$ cat src/design/scp_defs.vh
// Constants for the system clock, prescaler and PLL control block
`ifndef SCP_DEFS_VH
`define SCP_DEFS_VH

// ****************************************************************
// Register byte offsets
// ****************************************************************
`define SCP_OFF_TRIM        12'h000
`define SCP_OFF_PRESCALE    12'h004
`define SCP_OFF_PLL         12'h008
`define SCP_OFF_STATUS      12'h00C

// ****************************************************************
// Field positions
// ****************************************************************
`define SCP_TRIM_BAND_BIT   7
`define SCP_PRE_UNLOCK_BIT  7
`define SCP_PRE_DIV_MSB     3
`define SCP_PRE_DIV_LSB     0
`define SCP_PLL_DIV_MSB     4
`define SCP_PLL_DIV_LSB     2
`define SCP_PLL_ON_BIT      1
`define SCP_PLL_LOCK_BIT    0
`define SCP_STAT_START_BIT  0
`define SCP_STAT_PEND_BIT   1

// ****************************************************************
// Reset values and encodings
// ****************************************************************
`define SCP_DIV_RST_FUSE    4'h3
`define SCP_DIV_RST_NOFUSE  4'h0
`define SCP_DIV_MAX         4'h8
`define SCP_PLL_DIV_RST     3'h0
`define SCP_PLL_DIV_BY2     3'h1
`define SCP_SUT_NONE        2'h0
`define SCP_SUT_SHORT       2'h1
`define SCP_SUT_LONG        2'h2

// ****************************************************************
// Timing
// ****************************************************************
`define SCP_CLK_PERIOD_NS   5
`define SCP_UNLOCK_CYC      3'h4
`define SCP_RESET_CK        14
`define SCP_WAKE_CK         6
`define SCP_SHORT_DLY_NS    4100000
`define SCP_LONG_DLY_NS     65000000
`define SCP_PLL_LOCK_NS     1000000
`define SCP_SHORT_DLY_CYC   (`SCP_SHORT_DLY_NS / `SCP_CLK_PERIOD_NS)
`define SCP_LONG_DLY_CYC    (`SCP_LONG_DLY_NS / `SCP_CLK_PERIOD_NS)
`define SCP_PLL_LOCK_CYC    (`SCP_PLL_LOCK_NS / `SCP_CLK_PERIOD_NS)

`endif

$ cat src/design/scp_top.v
// System clock prescaler, RC trim, start-up timer and PLL control
//
// Chosen here: the address map and the APB interface to the registers.
`timescale 1ns/1ps
`include "scp_defs.vh"

// Summary of operation
// Reset loads the factory trim value into the oscillator trim register.
// Trim top bit selects low or high overlapping oscillator band.
// Lower seven trim bits tune frequency, zero lowest, all ones highest.
// Software keeps trim below the memory-write limit while writing memory.
// Start-up fuses give 6 cycles from sleep, 14 plus optional delay.
// External clock changes stay under two percent per cycle, else reset.
// Clock-output fuse drives system clock on the pin, overriding GPIO.
// Clock pin shows the clock after the system prescaler; at division 0000 the code holds the pin high instead.
// Prescaler divides all system clocks together and switches glitch-free.
// New division takes effect after one old and one or two new periods.
// Software writes unlock alone, then division within four cycles.
// Unlock bit sets only when all other prescale bits written zero.
// Unlock clears after four cycles or on division write; no extension.
// Software disables interrupts during the two-step prescaler change.
// Division resets to 0011 with divide-by-eight fuse, else 0000.
// Any division value is accepted through the unlock sequence.
// Division field gives two to the field value, up to 256.
// Prescale bits 6 to 4 always read zero.
// PLL multiplies its 8 MHz reference by six for the USB clock.
// PLL input divider code zero divides by one, code one by two.
// PLL enable starts PLL and RC reference; reads one if PLL is source.
// Lock flag sets once the PLL has locked after enable.
// RC oscillator start-up codes give the same delays as external clock.
// Lock flag is read-only and clears when the PLL is disabled.
module scp_top #(
    parameter [31:0] P_SHORT_DLY_CYC = `SCP_SHORT_DLY_CYC,
    parameter [31:0] P_LONG_DLY_CYC  = `SCP_LONG_DLY_CYC,
    parameter [31:0] P_PLL_LOCK_CYC  = `SCP_PLL_LOCK_CYC
) (
    // Clock and reset
    input  wire        i_clk,
    input  wire        i_rst_b,
    // APB slave
    input  wire        i_psel,
    input  wire        i_penable,
    input  wire        i_pwrite,
    input  wire [11:0] i_paddr,
    input  wire [31:0] i_pwdata,
    output wire        o_pready,
    output wire        o_pslverr,
    output reg  [31:0] o_prdata,
    // Fuses and calibration byte
    input  wire [7:0]  i_factory_trim,
    input  wire        i_divide_by_eight_fuse,
    input  wire        i_clock_output_fuse,
    input  wire [1:0]  i_startup_delay_fuses,
    // PLL and sleep status
    input  wire        i_pll_is_sysclk,
    input  wire        i_pll_lock_detect,
    input  wire        i_wake_req,
    // Oscillator trim
    output reg         o_trim_band_select,
    output reg  [6:0]  o_trim_fine_value,
    // System clock
    output wire        o_sys_clk_en,
    output reg  [3:0]  o_system_division_select,
    output reg         o_clock_output_pin,
    output reg         o_clock_output_oe,
    // PLL control
    output reg         o_pll_on,
    output reg         o_rc_osc_start,
    output reg  [2:0]  o_pll_input_divider,
    output reg         o_pll_ref_div2,
    output reg         o_pll_locked_flag,
    // Start-up
    output reg         o_startup_done,
    output reg         o_wake_ready
);

    // ****************************************************************
    // Input synchronisers
    // ****************************************************************
    reg  [14:0] sync_a;
    reg  [14:0] sync_b;
    wire [7:0]  fz_trim;
    wire        fz_div8;
    wire        fz_clock_output_fuse;
    wire [1:0]  fz_sut;
    wire        s_pll_sys;
    wire        s_lock_det;
    wire        s_wake;
    reg         wake_q;

    always @(posedge i_clk) begin
        sync_a <= {i_wake_req, i_pll_lock_detect, i_pll_is_sysclk,
                   i_startup_delay_fuses, i_clock_output_fuse,
                   i_divide_by_eight_fuse, i_factory_trim};
        sync_b <= sync_a;
    end

    assign fz_trim    = sync_b[7:0];
    assign fz_div8    = sync_b[8];
    assign fz_clock_output_fuse   = sync_b[9];
    assign fz_sut     = sync_b[11:10];
    assign s_pll_sys  = sync_b[12];
    assign s_lock_det = sync_b[13];
    assign s_wake     = sync_b[14];

    // ****************************************************************
    // APB decode
    // ****************************************************************
    wire acc      = i_psel & i_penable;
    wire wr       = acc & i_pwrite;
    wire hit_trim = (i_paddr == `SCP_OFF_TRIM);
    wire hit_pre  = (i_paddr == `SCP_OFF_PRESCALE);
    wire hit_pll  = (i_paddr == `SCP_OFF_PLL);
    wire hit_stat = (i_paddr == `SCP_OFF_STATUS);
    wire mapped   = hit_trim | hit_pre | hit_pll | hit_stat;

    assign o_pready  = 1'b1;
    assign o_pslverr = acc & ~mapped;

    // ****************************************************************
    // Oscillator trim
    // ****************************************************************
    always @(posedge i_clk) begin
        if (!i_rst_b) begin
            o_trim_band_select <= fz_trim[`SCP_TRIM_BAND_BIT];
            o_trim_fine_value  <= fz_trim[6:0];
        end else if (wr && hit_trim) begin
            o_trim_band_select <= i_pwdata[`SCP_TRIM_BAND_BIT];
            o_trim_fine_value  <= i_pwdata[6:0];
        end
    end

    // ****************************************************************
    // Prescaler unlock sequence
    // ****************************************************************
    reg        unlock;
    reg  [2:0] unlock_cnt;
    reg  [3:0] pend_div;
    reg        pend_valid;
    wire       unlock_wr = wr && hit_pre &&
                           i_pwdata[`SCP_PRE_UNLOCK_BIT] &&
                           (i_pwdata[6:0] == 7'h00);
    wire       div_wr    = wr && hit_pre && unlock &&
                           !i_pwdata[`SCP_PRE_UNLOCK_BIT];
    wire       tick;

    always @(posedge i_clk) begin
        if (!i_rst_b) begin
            unlock     <= 1'b0;
            unlock_cnt <= 3'h0;
        end else if (div_wr) begin
            unlock     <= 1'b0;
            unlock_cnt <= 3'h0;
        end else if (unlock_wr && !unlock) begin
            unlock     <= 1'b1;
            unlock_cnt <= `SCP_UNLOCK_CYC;
        end else if (unlock) begin
            unlock_cnt <= unlock_cnt - 3'h1;
            if (unlock_cnt == 3'h1) begin
                unlock <= 1'b0;
            end
        end
    end

    // ****************************************************************
    // Glitch-free power-of-two divider
    // ****************************************************************
    reg  [7:0] div_cnt;
    reg        run_prev;
    wire [3:0] eff_div = (o_system_division_select > `SCP_DIV_MAX) ?
                         `SCP_DIV_MAX : o_system_division_select;
    wire [8:0] mask9   = (9'h001 << eff_div) - 9'h001;
    wire [7:0] mask    = mask9[7:0];
    wire [7:0] next_cnt;

    assign tick         = ((div_cnt & mask) == mask);
    assign o_sys_clk_en = tick;
    assign next_cnt     = (tick && pend_valid) ? 8'h00 : div_cnt + 8'h01;

    always @(posedge i_clk) begin
        run_prev <= i_rst_b;
        if (!i_rst_b) begin
            o_system_division_select <= fz_div8 ? `SCP_DIV_RST_FUSE :
                                        `SCP_DIV_RST_NOFUSE;
            pend_div   <= 4'h0;
            pend_valid <= 1'b0;
            // Cleared on reset entry, then runs on so the pin keeps toggling
            if (!run_prev) begin
                div_cnt <= next_cnt;
            end else begin
                div_cnt <= 8'h00;
            end
        end else begin
            div_cnt <= next_cnt;
            if (tick && pend_valid) begin
                // Switch only at an old-period boundary
                o_system_division_select <= pend_div;
                pend_valid <= div_wr;
            end
            if (div_wr) begin
                pend_div   <= i_pwdata[`SCP_PRE_DIV_MSB:`SCP_PRE_DIV_LSB];
                pend_valid <= 1'b1;
            end
        end
    end

    // ****************************************************************
    // Clock output pin
    // ****************************************************************
    wire [7:0] half     = mask >> 1;
    wire [7:0] next_ph  = (tick && pend_valid) ? 8'h00 : (next_cnt & mask);

    always @(posedge i_clk) begin
        // Pin keeps running through reset
        o_clock_output_oe  <= fz_clock_output_fuse;
        o_clock_output_pin <= fz_clock_output_fuse &
                              ((mask == 8'h00) | (next_ph <= half));
    end

    // ****************************************************************
    // PLL control
    // ****************************************************************
    reg         pll_en;
    reg  [31:0] lock_cnt;
    wire        pll_run = pll_en | s_pll_sys;

    always @(posedge i_clk) begin
        if (!i_rst_b) begin
            pll_en              <= 1'b0;
            o_pll_input_divider <= `SCP_PLL_DIV_RST;
        end else if (wr && hit_pll) begin
            pll_en              <= i_pwdata[`SCP_PLL_ON_BIT];
            o_pll_input_divider <=
                i_pwdata[`SCP_PLL_DIV_MSB:`SCP_PLL_DIV_LSB];
        end
    end

    always @(posedge i_clk) begin
        if (!i_rst_b) begin
            o_pll_on          <= 1'b0;
            o_rc_osc_start    <= 1'b0;
            o_pll_ref_div2    <= 1'b0;
            o_pll_locked_flag <= 1'b0;
            lock_cnt          <= 32'h0000_0000;
        end else begin
            o_pll_on       <= pll_run;
            o_rc_osc_start <= pll_run;
            o_pll_ref_div2 <= (o_pll_input_divider ==
                               `SCP_PLL_DIV_BY2);
            if (!pll_run || !s_lock_det) begin
                lock_cnt          <= 32'h0000_0000;
                o_pll_locked_flag <= 1'b0;
            end else if (lock_cnt < P_PLL_LOCK_CYC) begin
                lock_cnt <= lock_cnt + 32'h0000_0001;
            end else begin
                o_pll_locked_flag <= 1'b1;
            end
        end
    end

    // ****************************************************************
    // Start-up and wake delays
    // ****************************************************************
    reg  [31:0] st_cnt;
    reg  [31:0] st_target;
    reg  [2:0]  wk_cnt;
    reg         wk_busy;

    always @* begin
        case (fz_sut)
            `SCP_SUT_NONE:  st_target = `SCP_RESET_CK;
            `SCP_SUT_SHORT: st_target = `SCP_RESET_CK + P_SHORT_DLY_CYC;
            `SCP_SUT_LONG:  st_target = `SCP_RESET_CK + P_LONG_DLY_CYC;
            default:        st_target = `SCP_RESET_CK + P_LONG_DLY_CYC;
        endcase
    end

    always @(posedge i_clk) begin
        if (!i_rst_b) begin
            st_cnt         <= 32'h0000_0000;
            o_startup_done <= 1'b0;
        end else if (!o_startup_done) begin
            st_cnt <= st_cnt + 32'h0000_0001;
            if (st_cnt + 32'h0000_0001 >= st_target) begin
                o_startup_done <= 1'b1;
            end
        end
    end

    always @(posedge i_clk) begin
        if (!i_rst_b) begin
            wake_q       <= 1'b0;
            wk_cnt       <= 3'h0;
            wk_busy      <= 1'b0;
            o_wake_ready <= 1'b0;
        end else begin
            wake_q       <= s_wake;
            o_wake_ready <= 1'b0;
            if (s_wake && !wake_q && !wk_busy) begin
                wk_busy <= 1'b1;
                wk_cnt  <= 3'h1;
            end else if (wk_busy) begin
                wk_cnt <= wk_cnt + 3'h1;
                if (wk_cnt == `SCP_WAKE_CK) begin
                    wk_busy      <= 1'b0;
                    o_wake_ready <= 1'b1;
                end
            end
        end
    end

    // ****************************************************************
    // Read data
    // ****************************************************************
    always @* begin
        o_prdata = 32'h0000_0000;
        if (acc && !i_pwrite) begin
            if (hit_trim) begin
                o_prdata[7:0] = {o_trim_band_select, o_trim_fine_value};
            end else if (hit_pre) begin
                o_prdata[`SCP_PRE_UNLOCK_BIT] = unlock;
                o_prdata[3:0] = o_system_division_select;
            end else if (hit_pll) begin
                o_prdata[`SCP_PLL_DIV_MSB:`SCP_PLL_DIV_LSB] =
                    o_pll_input_divider;
                o_prdata[`SCP_PLL_ON_BIT]   = pll_run;
                o_prdata[`SCP_PLL_LOCK_BIT] = o_pll_locked_flag;
            end else if (hit_stat) begin
                o_prdata[`SCP_STAT_START_BIT] = o_startup_done;
                o_prdata[`SCP_STAT_PEND_BIT]  = pend_valid;
            end
        end
    end

endmodule // scp_top

$ cat config.mk
export PLATFORM = sky130hd
export DESIGN_NAME = scp_top
export DESIGN_NICKNAME = d
export VERILOG_FILES = /design/src/design/scp_top.v
export VERILOG_INCLUDE_DIRS = /design/src /design/src/design
export SDC_FILE = /design/constraint.sdc
export NUM_CORES = 1
export LEC_CHECK = 0
export ABC_CLOCK_PERIOD_IN_PS = 8100
export BUFFER_PORTS_ARGS = -buffer_cell sky130_fd_sc_hd__buf_2
export CAP_MARGIN = 20
export CELL_PAD_IN_SITES_DETAIL_PLACEMENT = 0
export CELL_PAD_IN_SITES_GLOBAL_PLACEMENT = 1
export CORE_MARGIN = 8
export CORE_UTILIZATION = 47
export CTS_BUF_LIST = sky130_fd_sc_hd__clkbuf_4
export DETAILED_ROUTE_END_ITERATION = 10
export GPL_ROUTABILITY_DRIVEN = 1
export PLACE_DENSITY = 0.9
export SKIP_CTS_REPAIR_TIMING = 1
export SLEW_MARGIN = 40
export SYNTH_ARGS = -nofsm -noshare
export SYNTH_HDL_FRONTEND = slang
export SYNTH_SLANG_ARGS = --single-unit
$ cat constraint.sdc
create_clock -name i_clk -period 8.1 [get_ports i_clk]
set_input_delay 1.215 -clock i_clk [delete_from_list [all_inputs] [get_ports i_clk]]
set_output_delay 1.215 -clock i_clk [all_outputs]
set_load 0.02 [all_outputs]
==> impl_metrics.yaml, run 1 <==
grt:
  grt-busiest-layer: "met2"
  grt_pass1_wl_mm: 23.7
  grt_usage_pct: 15.8
  use_met1_pct: 18.0
  first_global_vias: 5081
  grt_use_met3_pct: 5.16
  met2_usage_pct: 27.1
  overflow: 0
  grt_max_degree: 44
  grt_antenna_before_repair: 1
sta:
  skew_ns: 0.0132
  tightestPinTransition_ns: 0.722
  rsz0062_at_grt: "false"
  finalCritPeriodShare_pct: 56.9
  finalHoldViolCount: 0
  relSlewSlack_pct: 51.4
  fmax_mhz: 217
  drv_slew: 0
  finalCriticalPeriod_ns: 4.61
  setup_viol: 0
  setup_tns_ns: 0
placed_design:
  gp_congestion: 0.865
  dpl.hpwl_mm: 10.2
  io_buffers: 72
power_and_ir_drop:
  comb_power_share_pct: 9.1
  clkPwrFrac_pct: 36.2
  vdd_drop_max_uv: 101
  power_frac_seq_pct: 54.7
  switching_share_pct: 26.6
  p_switching_w: 0.000361
  power_density_nw_per_um2: 184
  leakage_nw: 3.06
  p_int_w: 0.000997
synth:
  synth_edf_count: 12
  async_reset_ff_share_pct: 0
  ys_warn_count: 0
  synth_area_leaders: "dfxtp_1 38%, ha_1 5.8%, edfxtp_1 5.4%, xnor2_1 5.4%, nor2_1 5.1%"
  synth_top_area_cell: "dfxtp_1"
  synth-seq-area-share_pct: 43.8
  syn_area_per_cell_um2: 9.27
  synth_flop_cell: "dfxtp_1"
  yosysTopAreaCellShare_pct: 38.4
  synth_cells: 720
  netlist_area_um2: 6680
  ys_types: 60
  ys_seq_elements: 140
clocking:
  cts_sinks: 140
  cts_buffers: 17
  cts_tree: "done"
  htree_num_levels: 4
  clockBufferDepth: 2
  cts_root_buffer: "clkbuf_4"
  cts.clk_slew.worst_paths_ns: 0.12
  insertion_delay_ns: 0.55
critical_path:
  cp-startpoint: "o_system_division_select[0]$_DFFE_PP_"
  cp_slowest_cell: "edfxtp_1"
  cp.arrival_ns: 3.40
  required_ns: 6.88
  max_stage_delay_ns: 0.51
  cp-end-kind: "output port"
  crit_path_start_kind: "flip-flop"
  path_buf_inv: 2
  cp_max_fo: 7
  path_delay_family: "simple AND/OR/NAND/NOR gates"
  crit_path_cell_trace: "or2_2 > nor3_1 > inv_1 > ha_1 > a21o_1 > a32oi_1 > nor2_1 > nor4_1 > buf_2"
  r2r-start: "o_system_division_select[0]$_DFFE_PP_"
  setup.worst_path.class: "reg2out"
detailed_routing:
  drt_iter0_markers: 272
  first_pass_iters: 5
  avgViaCountPerCell: 5.31
  totalWireLength_mm: 14.0
  ant_nets: 0
  drc: 0
  vias: 5180
  drt-wirelength-per-cell_um: 14.3
die:
  dieWidth_um: 135
  initial_core_util_pct: 48.1
  core_um2: 13900
  die_h_um: 135
  rows: 43
  io_pins: 122
  die_area_um2: 18300
run:
  maxCapViolCount: 0
cells_and_area:
  drive_gt1_share_pct: 16.9
  final_util_pct: 53.2
  final_common_cell: "dfxtp_1"
  final_nets: 876
  final_cell_mix: "128 x dfxtp_1, 91 x nor2_1, 72 x buf_2, 42 x nand2_1, 41 x xnor2_1"
  syn_to_final_growth_pct: 10.6
hold_path:
  hp-class: "reg2reg"
  hp-start: "sync_a[10]$_DFF_P_"
outcome:
  status: "finished clean"
-- sequential cells by signal, summed over array words and instances, names as in the netlist, 3 cells and up --
name,cells
lock_cnt,32
st_cnt,32
sync_a,15
sync_b,15
div_cnt,8
o_trim_fine_value,7
o_system_division_select,4
pend_div,4
o_pll_input_divider,3
unlock_cnt,3
wk_cnt,3
-- cells by family (layout without fill, tap and decap cells) --
group	count (synthesis)	count (layout)	share of synthesized area (%)
AND/OR/NAND/NOR	297	297	23.5
flip-flops	140	140	43.8
buffers and inverters	78	129	6.03
AO/OA/AOI/OAI	74	74	6.95
XOR/XNOR	73	73	9.57
adder cells (fa/ha/maj)	32	32	5.96
multiplexers	24	24	4.14
other	2	27	0.112
-- final cells by class --
type                    instances  area [um2]
multi-input cells             525        3450
diodes                          2        5.00
fillers                      1266        6500
inverters                      23        86.3
flip-flops and latches        140        2920
well taps                     180         225
repair buffers                 74         375
clock inverters                14         183
clock buffers                  18         135
-- layer usage --
metal	vias to the layer above	wire, um
li1	2569	-
met1	2452	6020
met2	132	6890
met3	27	809
met4	0	264
met5	-	0
-- synth_stat cells, types with 2 or more instances --
library cell and count:
dfxtp_1 128, nor2_1 91, nand2_1 42, xnor2_1 41
xor2_1 32, ha_1 31, buf_4 26, nor3_1 26
and3_1 23, inv_1 23, clkbuf_1 21, nand3_1 21
o21ai_0 21, a21oi_1 20, nand4_1 15, or3_1 14
mux2i_1 13, nor4_1 13, edfxtp_1 12, and2_1 9
mux2_2 9, nor2b_1 8, a211oi_1 6, a31oi_1 6
nand2b_1 6, and4_1 4, buf_2 4, nand3b_1 4
nor3b_1 4, o21a_1 4, or2_2 4, buf_1 3
nor4b_1 3, a21o_1 2, conb_1 2, mux4_2 2
nor4_2 2, o22ai_1 2, o31ai_1 2
-- power by group through the flow --
stage	logic (W)	registers, W	clock network [W]
6_report	0.000124	0.000742	0.000492
5_1_grt	0.000137	0.000746	0.000540
4_1_cts	0.000123	0.000742	0.000508
3_5_place_dp	0.000122	0.000757	0
3_3_place_gp	0.000117	0.000755	0
2_1_floorplan	0.0000923	0.000757	0
-- through the flow --
stage / setup slack (ns) / total power, W / hold WS (ns) / instances / cell area, um2
after CTS: 3.43 / 0.00137 / 0.343 / 974 / 7380
after global placement: 3.59 / 0.000873 / 0.312 / 942 / 7050
after floorplan: 3.56 / 0.000849 / 0.310 / 743 / 6760
after detailed placement: 3.53 / 0.000879 / 0.312 / 942 / 7060
after global routing: 3.03 / 0.00142 / 0.347 / 976 / 7380
final: 3.49 / 0.00136 / 0.339 / 976 / 7380
-- worst paths after layout --
kind                                     end  slack, ns  cells past startpoint
setup / recovery                o_sys_clk_en       3.49                      9
hold / removal            sync_b[10]$_DFF_P_       0.34                      0
setup reg to reg  o_clock_output_pin$_DFF_P_       3.51                     18
hold reg to reg           sync_b[10]$_DFF_P_       0.34                      0
Power figures use the tool's default switching activity.
==> run 2, diff against run 1 <==
Settings changed: ABC_AREA from default to 1, ABC_CLOCK_PERIOD_IN_PS 8100 to 4700, CORE_UTILIZATION 47 to 42, PLACE_DENSITY 0.9 to 0.86.
Clock period 8.1 ns to 4.7 ns, I/O delays scaled along.
==> impl_metrics.yaml, run 2 <==
synth:
  synthSimpleGateAreaFrac_pct: 26.8
  synth_common_cells: "195 x nand2_1, 144 x inv_1, 141 x nor2_1, 128 x dfxtp_1, 69 x a21oi_1"
  ys_types: 40
  ys_warn_count: 0
  netlist_area_um2: 7080
  synth_area_leaders: "dfxtp_1 36%, nand2_1 10%, inv_1 7.6%, nor2_1 7.5%, ha_1 5.5%"
  syn_area_per_cell_um2: 7.15
  synth_cells: 991
  yosysMostFrequentCell: "nand2_1"
  synthXorXnorAreaFrac_pct: 2.72
  yosys.area_share.adder_pct: 5.48
  synth_flop_cell: "dfxtp_1"
  synth_compound_area_share_pct: 11.9
  synth_edf_count: 12
  synth_top_area_cell: "dfxtp_1"
  muxShareOfSynthArea_pct: 0
  synth-seq-area-share_pct: 41.3
  async_reset_ff_share_pct: 0
  synth_top_family_by_area: "simple AND/OR/NAND/NOR gates"
  ys_seq_elements: 140
  yosysTopAreaCellShare_pct: 36.2
die:
  dieWidth_um: 146
  io_pins: 122
  die_area_um2: 21300
  initial_core_util_pct: 42.9
  die_h_um: 146
  core_um2: 16500
  rows: 47
critical_path:
  path_delay_family: "simple AND/OR/NAND/NOR gates"
  cp-startpoint: "o_system_division_select[3]$_SDFFCE_PN0P_"
  cp-end-kind: "flip-flop"
  path_buf_inv: 2
  cp.arrival_ns: 3.84
  cp_max_fo: 9
  cp_slowest_cell: "edfxtp_1"
  max_stage_delay_ns: 0.54
  crit_path_start_kind: "flip-flop"
  r2r-start: "o_system_division_select[3]$_SDFFCE_PN0P_"
  required_ns: 5.16
  setup.worst_path.class: "reg2reg"
  crit_path_cell_trace: "nor2_1 > nand3_1 > ha_1 > inv_1 > a21oi_1 > nand3_1 > nor2_1 > nand2_1 > nor2_2 > nand2_2 > nand2_1 > nor2_1 > ha_1 > inv_1 > o21bai_1 > a21oi_1 > o21ai_0 > a21oi_1 > nor2_1 > o22ai_1 > o21ai_1 > a21boi_1"
  crit_top_cell: "nor2_1"
clocking:
  cts_root_buffer: "clkbuf_4"
  cts_tree: "done"
  cts_sinks: 140
  cts_buffers: 17
  insertion_delay_ns: 0.56
  clockBufferDepth: 2
  htree_num_levels: 4
  cts.clk_slew.worst_paths_ns: 0.14
detailed_routing:
  ant_nets: 0
  avgViaCountPerCell: 4.71
  totalWireLength_mm: 16.6
  vias: 6110
  drc: 0
  drt-wirelength-per-cell_um: 12.8
  drt_iter0_markers: 331
  first_pass_iters: 5
hold_path:
  hp-start: "i_factory_trim[2]"
  hp-class: "in2reg"
cells_and_area:
  instances_no_fill: 1296
  drive_gt1_share_pct: 12.5
  final_cell_mix: "195 x nand2_1, 143 x inv_1, 141 x nor2_1, 128 x dfxtp_1, 72 x buf_2"
  syn_to_final_growth_pct: 10.7
  multiInputGateArea_um2: 3420
  fillers: 1708
  antennaDiodeCount: 0
  final_nets: 1158
  regArea_um2: 2920
  final_common_cell: "nand2_1"
  reg.largest.list: "lock_cnt x32, st_cnt x32"
placed_design:
  gp_congestion: 0.862
  placedCellCount: 1264
  dpl.hpwl_mm: 12.7
  io_buffers: 72
power_and_ir_drop:
  leakage_nw: 3.52
  power_density_nw_per_um2: 318
  vdd_drop_max_uv: 150
sta:
  setup_viol: 0
  finalHoldViolCount: 0
  finalCriticalPeriod_ns: 3.39
  hold_ws_ns: 0.231
  relSlewSlack_pct: 54.9
  setup_tns_ns: 0
  rsz0062_at_grt: "false"
  skew_ns: 0.0200
  fmax_mhz: 295
  finalCritPeriodShare_pct: 72.0
  tightestPinTransition_ns: 0.675
  drv_slew: 0
grt:
  overflow: 0
  grt_usage_pct: 16.2
  grt_max_degree: 42
  grt_pass1_wl_mm: 28.5
  grt_antenna_before_repair: 1
  first_global_vias: 5841
outcome:
  status: "finished clean"
run:
  maxCapViolCount: 0
[run 2: cell type report]
class                   instances  area share (%)
clock inverters                15            1.98
multi-input cells             681            43.6
clock buffers                  17            1.63
flip-flops and latches        140            37.3
inverters                     147            7.04
well taps                     220            3.51
repair buffers                 76            4.98
[run 2: final timing paths]
kind	depth (start not counted)	slack, ns	endpoint
min	1	0.23	sync_a[2]$_DFF_P_
max reg2reg	22	1.31	o_clock_output_pin$_DFF_P_
min reg2reg	0	0.34	sync_b[12]$_DFF_P_
max	22	1.31	o_clock_output_pin$_DFF_P_
[run 2: power breakdown]
group | switching, W | internal, W
Sequential | 0.0000589 | 0.00127
Clock | 0.000495 | 0.000282
Combinational | 0.000245 | 0.000137
[run 2: worst register-to-register path, cell delays in order (launching register included)]
cell and delay [ns]:
edfxtp_1 0.54, nor2_1 0.33, nand3_1 0.16, ha_1 0.33, inv_1 0.06, a21oi_1 0.12, nand3_1 0.08, nor2_1 0.09
nand2_1 0.08, nor2_2 0.12, nand2_2 0.15, nand2_1 0.12, nor2_1 0.05, ha_1 0.29, inv_1 0.04, o21bai_1 0.12
a21oi_1 0.08, o21ai_0 0.16, a21oi_1 0.08, nor2_1 0.09, o22ai_1 0.07, o21ai_1 0.09, a21boi_1 0.07
[run 2: metrics by stage]
stage / total power [W] / area (um2) / worst slack (ns) / util [%]
final: 0.00249 / 7840 / 1.31 / 47.4
after global routing: 0.00266 / 7840 / 0.895 / 47.4
after CTS: 0.00253 / 7840 / 1.31 / 47.4
after detailed placement: 0.00174 / 7560 / 1.35 / 45.7
after global placement: 0.00174 / 7560 / 1.35 / 45.7
after floorplan: 0.00165 / 7170 / 1.50 / -
[run 2: logic make-up (layout without fill, tap and decap cells)]
group,count (synthesis),count (layout)
simple gates,446,446
buf+inv,193,255
compound gates,157,157
flops,140,140
fa+ha+maj,31,31
xor+xnor,22,22
other cells,2,25
[run 2: per-layer routing]
layer  vias to the layer above  track usage [%]  share of wire (%)  wire, um
met1                      2705             20.7                 49      8070
met5                         -                0                  0         0
met3                        15             4.23                5.0       831
met4                         0             4.79               0.94       157
li1                       3263                -                  -         -
met2                       127             26.2                 45      7550
